--- config.mk ---
export PLATFORM = sky130hd
export DESIGN_NAME = mppdc_top
export DESIGN_NICKNAME = d
export VERILOG_FILES = /design/src/include/mppdc_pkg.sv /design/src/logic/mppdc_top.sv
export SDC_FILE = /design/constraint.sdc
export NUM_CORES = 1
export LEC_CHECK = 0
export BUFFER_PORTS_ARGS = -buffer_cell sky130_fd_sc_hd__buf_2
export CAP_MARGIN = 20
export CELL_PAD_IN_SITES_DETAIL_PLACEMENT = 1
export CELL_PAD_IN_SITES_GLOBAL_PLACEMENT = 1
export CORE_AREA = 2 2 123 101
export DETAILED_ROUTE_END_ITERATION = 7
export DIE_AREA = 0 0 125 103
export PLACE_DENSITY = 0.89
export SLEW_MARGIN = 20
export SYNTH_ARGS = -nofsm -noshare
export SYNTH_HDL_FRONTEND = slang
export SYNTH_SLANG_ARGS = --single-unit
--- constraint.sdc ---
create_clock -name mclk -period 2.5 [get_ports mclk]
set_input_delay 0.5 -clock mclk [delete_from_list [all_inputs] [get_ports mclk]]
set_output_delay 0.5 -clock mclk [all_outputs]
set_load 0.005 [all_outputs]
--- src/include/mppdc_pkg.sv ---
// Package with register map, field positions and reset values for the pin block.
package mppdc_pkg;
  localparam int          PORT_W           = 8;
  localparam int          ADDR_W           = 6;
  localparam logic [5:0]  ADDR_OUT_PORT    = 6'h00;
  localparam logic [5:0]  ADDR_DIRS        = 6'h04;
  localparam logic [5:0]  ADDR_TRIS        = 6'h08;
  localparam logic [5:0]  ADDR_PINS        = 6'h0C;
  localparam logic [5:0]  ADDR_PORTC_ALIAS = 6'h10;
  localparam logic [5:0]  ADDR_CMD         = 6'h14;
  localparam logic [5:0]  ADDR_PERIPH      = 6'h18;
  localparam logic [5:0]  ADDR_STD_IN      = 6'h1C;
  localparam logic [5:0]  ADDR_BIDIR_IN    = 6'h20;
  localparam logic [5:0]  ADDR_ANA_IN      = 6'h24;
  localparam logic [5:0]  ADDR_TEST        = 6'h28;
  localparam logic [7:0]  RST_OUT_PORT     = 8'h00;
  localparam logic [7:0]  RST_DIRS         = 8'h00;
  localparam logic [7:0]  RST_PINS         = 8'h00;
  localparam logic [1:0]  RST_PERIPH       = 2'h0;
  localparam logic [31:0] RD_UNMAPPED      = 32'h0000_0000;
  localparam int          CMD_PIN_LSB      = 0;
  localparam int          CMD_HIGH_BIT     = 8;
  localparam int          CMD_LOW_BIT      = 9;
  localparam int          PER_PWM_BIT      = 0;
  localparam int          PER_TWI_BIT      = 1;
  localparam int          PWM_A_PIN        = 1;
  localparam int          PWM_B_PIN        = 2;
  localparam int          TWI_CLK_PIN      = 3;
  localparam int          TWI_DAT_PIN      = 4;
  localparam int          IR_PIN           = 0;
  localparam int          KBD_CLK_PIN      = 6;
  localparam int          KBD_DAT_PIN      = 7;
  localparam int          TST_MASK_LSB     = 0;
  localparam int          TST_PORT_LSB     = 8;
  localparam int          TST_ALL_BIT      = 10;
  localparam logic [1:0]  TPORT_STD        = 2'h0;
  localparam logic [1:0]  TPORT_BIDIR      = 2'h1;
  localparam logic [1:0]  TPORT_ANA        = 2'h2;
  localparam int          ANA_DIG_PINS     = 4;
  localparam int          REFRESH_CYCLES   = 64;
endpackage

--- src/logic/mppdc_top.sv ---
// Pin direction and data logic for the five-port device behind Avalon-MM.
`timescale 1ns/1ps
module mppdc_top #(
  parameter int REFRESH = mppdc_pkg::REFRESH_CYCLES
) (
  input  wire logic                          mclk,
  input  wire logic                          nrst,
  input  wire logic [mppdc_pkg::ADDR_W-1:0]  avsAddress,
  input  wire logic                          avsRead,
  input  wire logic                          avsWrite,
  input  wire logic [31:0]                   avsWritedata,
  input  wire logic [3:0]                    avsByteenable,
  output logic      [31:0]                   avsReaddata,
  output logic                               avsWaitrequest,
  output logic      [7:0]                    fixedOutputPort,
  input  wire logic [7:0]                    standardInputPort,
  input  wire logic [7:0]                    bidirIn,
  output logic      [7:0]                    bidirOut,
  output logic      [7:0]                    bidirOe,
  input  wire logic [3:0]                    analogCapableIn,
  input  wire logic [2:0]                    fixedAnalogPort,
  input  wire logic                          pwmA,
  input  wire logic                          pwmB,
  output logic                               pwmSelect,
  output logic                               twoWireTargetCmd,
  output logic      [2:0]                    analogSample,
  output logic                               irIn,
  output logic                               kbdClk,
  output logic                               kbdData
);
  import mppdc_pkg::*;

  logic [7:0]  outLatch, next_outLatch;
  logic [7:0]  dirCopy, next_dirCopy;
  logic [7:0]  dirLive, next_dirLive;
  logic [7:0]  fixedData, next_fixedData;
  logic [1:0]  periph, next_periph;
  logic [15:0] refreshCnt, next_refreshCnt;
  logic [31:0] rdData, next_rdData;
  logic        waitReq, next_waitReq;
  logic [7:0]  next_bidirOut, next_bidirOe;
  logic [7:0]  testResult;
  logic [7:0]  wb;
  logic [2:0]  cmdPin;
  logic        acc;
  logic        wrAcc;
  logic        refreshDue;

  assign acc    = (avsRead | avsWrite) & waitReq;
  assign wrAcc  = acc & avsWrite & avsByteenable[0];
  assign wb     = avsWritedata[7:0];
  assign cmdPin = avsWritedata[CMD_PIN_LSB +: 3];

  // A level test picks at most one port by its select field; select value 3 picks none.
  // Analogue-capable pins offer only the plain level here.
  always_comb begin
    logic [7:0] src;
    logic [7:0] msk;
    src = 8'h00;
    msk = avsWritedata[TST_MASK_LSB +: 8];
    case (avsWritedata[TST_PORT_LSB +: 2])
      TPORT_STD:   src = standardInputPort;
      TPORT_BIDIR: src = bidirIn;
      TPORT_ANA:   src = {4'h0, analogCapableIn};
      default:     src = 8'h00;
    endcase
    if (avsWritedata[TST_ALL_BIT]) begin
      testResult = {7'h00, ((src & msk) == msk)};
    end else begin
      testResult = {7'h00, |(src & msk)};
    end
  end

  // Refresh timer of the firmware direction copy.
  // The timer runs free, so a raw poke lasts at most one period.
  always_comb begin
    next_refreshCnt = refreshCnt + 16'h0001;
    refreshDue      = 1'b0;
    // Compare with >= so the timer can never run past its period.
    if (refreshCnt >= 16'(REFRESH - 1)) begin
      next_refreshCnt = 16'h0000;
      refreshDue      = 1'b1;
    end
  end

  always_ff @(posedge mclk or negedge nrst) begin
    if (!nrst) begin
      refreshCnt <= 16'h0000;
    end else begin
      refreshCnt <= next_refreshCnt;
    end
  end

  // Direction state: the firmware copy and the live register.
  // A raw poke only reaches the live register, so the next refresh
  // undoes it; commands and the direction views update both.
  always_comb begin
    next_dirCopy = dirCopy;
    next_dirLive = dirLive;
    if (refreshDue) begin
      next_dirLive = dirCopy;
    end
    if (wrAcc) begin
      case (avsAddress)
        ADDR_DIRS: begin
          next_dirCopy = wb;
          next_dirLive = wb;
        end
        ADDR_TRIS: begin
          next_dirCopy = ~wb;
          next_dirLive = ~wb;
        end
        ADDR_BIDIR_IN: begin
          next_dirLive = wb;
        end
        ADDR_CMD: begin
          // Either command turns the pin into an output first.
          if (avsWritedata[CMD_HIGH_BIT] || avsWritedata[CMD_LOW_BIT]) begin
            next_dirCopy[cmdPin] = 1'b1;
            next_dirLive[cmdPin] = 1'b1;
          end
        end
        default: begin
        end
      endcase
    end
  end

  always_ff @(posedge mclk or negedge nrst) begin
    if (!nrst) begin
      dirCopy <= RST_DIRS;
      dirLive <= RST_DIRS;
    end else begin
      dirCopy <= next_dirCopy;
      dirLive <= next_dirLive;
    end
  end

  // Data state: bidirectional latch, fixed port data and peripheral
  // selection. The latch keeps its value while a pin is an input.
  always_comb begin
    next_outLatch  = outLatch;
    next_fixedData = fixedData;
    next_periph    = periph;
    if (wrAcc) begin
      case (avsAddress)
        ADDR_OUT_PORT: begin
          // The fixed port has no direction, so every write reaches it.
          next_fixedData = wb;
        end
        ADDR_PINS,
        ADDR_PORTC_ALIAS: begin
          next_outLatch = wb;
        end
        ADDR_CMD: begin
          // Drive-high wins when both command bits are set.
          if (avsWritedata[CMD_HIGH_BIT]) begin
            next_outLatch[cmdPin] = 1'b1;
          end else if (avsWritedata[CMD_LOW_BIT]) begin
            next_outLatch[cmdPin] = 1'b0;
          end
        end
        ADDR_PERIPH: begin
          next_periph = avsWritedata[1:0];
        end
        default: begin
        end
      endcase
    end
  end

  always_ff @(posedge mclk or negedge nrst) begin
    if (!nrst) begin
      outLatch        <= RST_PINS;
      fixedData       <= RST_OUT_PORT;
      periph          <= RST_PERIPH;
      fixedOutputPort <= RST_OUT_PORT;
    end else begin
      outLatch        <= next_outLatch;
      fixedData       <= next_fixedData;
      periph          <= next_periph;
      fixedOutputPort <= next_fixedData;
    end
  end

  // Bus answer: one wait state, then read data that holds until the next access.
  // Unmapped reads return zero; unmapped writes are ignored.
  always_comb begin
    next_waitReq = 1'b1;
    next_rdData  = rdData;
    if (acc) begin
      next_waitReq = 1'b0;
      next_rdData  = RD_UNMAPPED;
    end
    if (acc && avsRead) begin
      case (avsAddress)
        ADDR_OUT_PORT:    next_rdData = {24'h0, fixedData};
        ADDR_DIRS:        next_rdData = {24'h0, dirCopy};
        // The inverted view is read back from the copy as well.
        ADDR_TRIS:        next_rdData = {24'h0, ~dirCopy};
        ADDR_PINS,
        ADDR_PORTC_ALIAS: next_rdData = {24'h0, outLatch};
        ADDR_PERIPH:      next_rdData = {30'h0, periph};
        ADDR_STD_IN:      next_rdData = {24'h0, standardInputPort};
        ADDR_BIDIR_IN:    next_rdData = {24'h0, bidirIn};
        ADDR_ANA_IN:      next_rdData = {28'h0, analogCapableIn};
        // A test is this read alone, with its select word held on avsWritedata during the read.
        ADDR_TEST:        next_rdData = {24'h0, testResult};
        default:          next_rdData = RD_UNMAPPED;
      endcase
    end
  end

  always_ff @(posedge mclk or negedge nrst) begin
    if (!nrst) begin
      rdData         <= RD_UNMAPPED;
      waitReq        <= 1'b1;
      avsReaddata    <= RD_UNMAPPED;
      avsWaitrequest <= 1'b1;
    end else begin
      rdData         <= next_rdData;
      waitReq        <= next_waitReq;
      avsReaddata    <= next_rdData;
      avsWaitrequest <= next_waitReq;
    end
  end

  // Peripheral selection takes pins 1..4 over from the data latch.
  // The loop index is fixed per pin, so the compares fold away.
  for (genvar i = 0; i < PORT_W; i++) begin : g_pin
    logic pinOut;
    logic pinOe;
    always_comb begin
      pinOut = outLatch[i] & dirLive[i];
      pinOe  = dirLive[i];
      if (periph[PER_PWM_BIT] && i == PWM_A_PIN) begin
        pinOut = pwmA;
        pinOe  = 1'b1;
      end
      if (periph[PER_PWM_BIT] && i == PWM_B_PIN) begin
        pinOut = pwmB;
        pinOe  = 1'b1;
      end
      // Two-wire pins are inputs to the target engine, so release them.
      if (periph[PER_TWI_BIT]
          && (i == TWI_CLK_PIN || i == TWI_DAT_PIN)) begin
        pinOut = 1'b0;
        pinOe  = 1'b0;
      end
    end
    assign next_bidirOut[i] = pinOut;
    assign next_bidirOe[i]  = pinOe;
  end

  // Pin drivers are registered so that every output comes from a flop.
  always_ff @(posedge mclk or negedge nrst) begin
    if (!nrst) begin
      bidirOut         <= 8'h00;
      bidirOe          <= 8'h00;
      pwmSelect        <= 1'b0;
      twoWireTargetCmd <= 1'b0;
    end else begin
      bidirOut         <= next_bidirOut;
      bidirOe          <= next_bidirOe;
      pwmSelect        <= next_periph[PER_PWM_BIT];
      twoWireTargetCmd <= next_periph[PER_TWI_BIT];
    end
  end

  // Input copies: the fixed analogue port only feeds analogSample and has no bus read.
  // Keyboard and infrared lines are plain copies of the input port.
  always_ff @(posedge mclk or negedge nrst) begin
    if (!nrst) begin
      analogSample <= 3'h0;
      irIn         <= 1'b0;
      kbdClk       <= 1'b0;
      kbdData      <= 1'b0;
    end else begin
      analogSample <= fixedAnalogPort;
      irIn         <= standardInputPort[IR_PIN];
      kbdClk       <= standardInputPort[KBD_CLK_PIN];
      kbdData      <= standardInputPort[KBD_DAT_PIN];
    end
  end
endmodule

==> reports/metrics.yaml <==
sta:
  rsz0062_at_grt: "no"
  fin_worst_skew_ns: 0.00770
  maxSlewHeadroom_pct: 51.8
  tightest_slew_ns: 0.723
  hold_viol_final: 0
  tns_ns: 0
  timing.final.crit_share_pct: 83.9
  timing.fmax_ghz: 0.477
  min_period_ns: 2.10
  drv_slew: 0
  final-setup-viol-count: 0
  setup_ws_ns: 0.402
clock_network:
  postCtsSetupBuffers: 0
  cts_sinks: 81
  cts-hold-fix-buffers: 0
  cts_htree_levels: 3
  path_clk_slew_ns: 0.06
  cts_max_path_buffers: 2
  cts_made_buffers: 9
  clk_latency_ns: 0.34
  tritoncts: "built"
  cts_resized: 0
  ctsRootBufferMaster: "clkbuf_16"
setup_path:
  crit_path_start_kind: "input port"
  crit_type: "input port to flip-flop"
  worstPathMaxFanout: 8
  critPathRequiredTime_ns: 2.72
  cp_slowest_stage_delay_ns: 0.71
  cp_cell_sequence: "buf_2 -> or4b_1 -> a2111oi_4 -> buf_4 -> o221ai_1 -> o21a_1"
  worstPathArrival_ns: 2.32
  slowest_stage: "or4b_1"
  endpoint_kind: "flip-flop"
floorplanning:
  ios: 136
  die_area_sq_um: 12900
  fp.dieW_um: 125
  start_util_pct: 37.5
  die_h_um: 103
  num_rows: 36
  coreArea_sq_um: 11800
synthesis:
  yosysWarnings: 0
  synth_cell_types: 66
  async_flop_share_pct: 100
  avgSynthCellArea_sq_um: 10.2
  synth_edf_count: 0
  yosysTopAreaCell: "dfrtp_1"
  synth.top_cell.area_share_pct: 45.2
  synth_area_sq_um: 4430
  synth_flop_cell: "dfrtp_1"
  synth_area_leaders: "dfrtp_1 45%, mux2i_1 5.4%, buf_4 4.1%"
  synth_seq_area_share_pct: 45.8
  netlist_instances: 432
  ys_seq_elements: 81
route:
  route.detailed.drc: 0
  via_per_inst: 5.86
  drtIter0Drc: 422
  drtPass1Iterations: 7
  wl_um: 14500
  antenna_left: 0
  avgRoutedWirePerCell_um: 21.0
  vias: 4064
placement:
  place_congestion: 0.939
  hpwlAfterDp_um: 10300
  post-place-cells: 677
  numPortBuffers: 87
  dp_slack_ns: 0.106
min_path:
  hp-class: "input port to asynchronous set/reset pin"
global_route:
  grt_pass1_vias: 4235
  grt_overflow: 0
  grt_pass1_wl_um: 22700
  grt_start_max_net_pins: 54
  antenna_found_initial: 0
  grt_use_total_pct: 22.6
run_status:
  status: "finished clean"
power_and_ir_drop:
  leakage_uw: 0.00263
  p_total_uw: 3300
  p_per_area_nw_per_um2: 611
  ir_worst_vdd_uv: 281
cells_and_area:
  area_delta_synth_final_pct: 22.1
  nNetsFinal: 608
  layoutNonFillerInstCount: 693
  fin_util_pct: 45.8
  layout-drive-gt1-share_pct: 27.9
  antenna_cells: 0
run:
  maxCapViolations: 0
## final timing paths
path,from,endpoint,slack (ns),cells after the start
worst max-delay path,avsAddress[1],dirCopy[1]$_DFFE_PN0P_,0.40,6
worst min-delay path,nrst,analogSample[1]$_DFF_PN0_,0.22,1
worst max register to register,waitReq$_DFF_PN1_,fixedData[0]$_DFFE_PN0P_,0.61,3
worst min register to register,dirLive[0]$_DFF_PN0_,bidirOe[0]$_DFF_PN0_,0.42,0
max in group asynchronous,nrst,asynchronous set/reset pin,1.69,2
min in group mclk,fixedAnalogPort[2],analogSample[2]$_DFF_PN0_,0.27,1
## Yosys cell counts (all sizes together), types with 5 or more instances
cell / n
a222oi: 5
inv: 6
buf: 35
nand2: 22
and2: 12
o21a: 9
a221oi: 6
nor2b: 7
mux2: 11
nor3: 8
a22o: 7
dfrtp: 80
o21ai: 19
nor2: 37
mux2i: 24
o22ai: 9
a21oi: 11
and3: 6
a22oi: 18
nand3: 15
o221ai: 7
clkbuf: 16
## state kept, by name, summed over array words and instances (netlist names), named ones only
register / flops
refreshCnt: 16
bidirOe: 8
bidirOut: 8
dirCopy: 8
dirLive: 8
fixedData: 8
rdData: 8
analogSample: 3
periph: 2
irIn: 1
kbdClk: 1
kbdData: 1
waitReq: 1
## critical path: cells and delay by family
family,cells,cell delay (ns)
compound gates,3,0.71
buf+inv,2,0.38
simple gates,1,0.71
## power breakdown
| part | total, uW | switching (uW) | internal (uW) |
|---|---|---|---|
| Combinational | 369 | 229 | 140 |
| Sequential | 1420 | 46.8 | 1370 |
| Clock | 1510 | 537 | 977 |
## metrics by stage
stage	hold slack, ns	instance area (sq um)
6_report	0.218	5400
5_1_grt	0.265	5400
4_1_cts	0.244	5400
3_5_place_dp	0.402	5060
3_3_place_gp	0.399	5060
2_1_floorplan	0.204	4550
## layout by cell type, fill, tap and decap left out, types with 11 or more instances in the layout
master	instances
dfrtp_1	80
a22oi_1	18
conb_1	34
mux2_2	11
buf_2	86
nand3_1	15
nor2_1	35
buf_4	24
mux2i_1	24
nand2_1	22
o21ai_0	12
and2_1	12
a21oi_1	11
## kinds of logic (layout without fill, tap and decap cells)
kind of cell / Yosys count / in the layout / synth area share [%]
muxes: 35 / 35 / 8.23
adders and majority gates: 1 / 1 / 0.283
buffers and inverters: 57 / 133 / 7.41
DFF: 81 / 81 / 45.8
AOI/OAI and AO/OA: 118 / 118 / 20.1
other: 1 / 34 / 0.0847
xor gates and xnor gates: 5 / 5 / 0.990
and+or+nand+nor: 134 / 134 / 17.1
## per-layer routing
layer  share of wire (%)  vias up  GRT usage [%]
met5                   0        -              0
met4                 3.2        0           11.2
met3                 7.6       44           4.46
met2                  49      212           37.6
met1                  41     2048           28.5
li1                    -     1760              -
## cell type report
type,count,area (sq um)
Inverter,6,22.5
Multi-Input combinational cell,327,2190
Fill cell,1366,6400
Tap cell,152,190
Clock buffer,11,233
Sequential cell,81,2030
Clock inverter,5,104
Timing Repair Buffer,111,631
No activity file was read; power rests on OpenSTA's default activity.
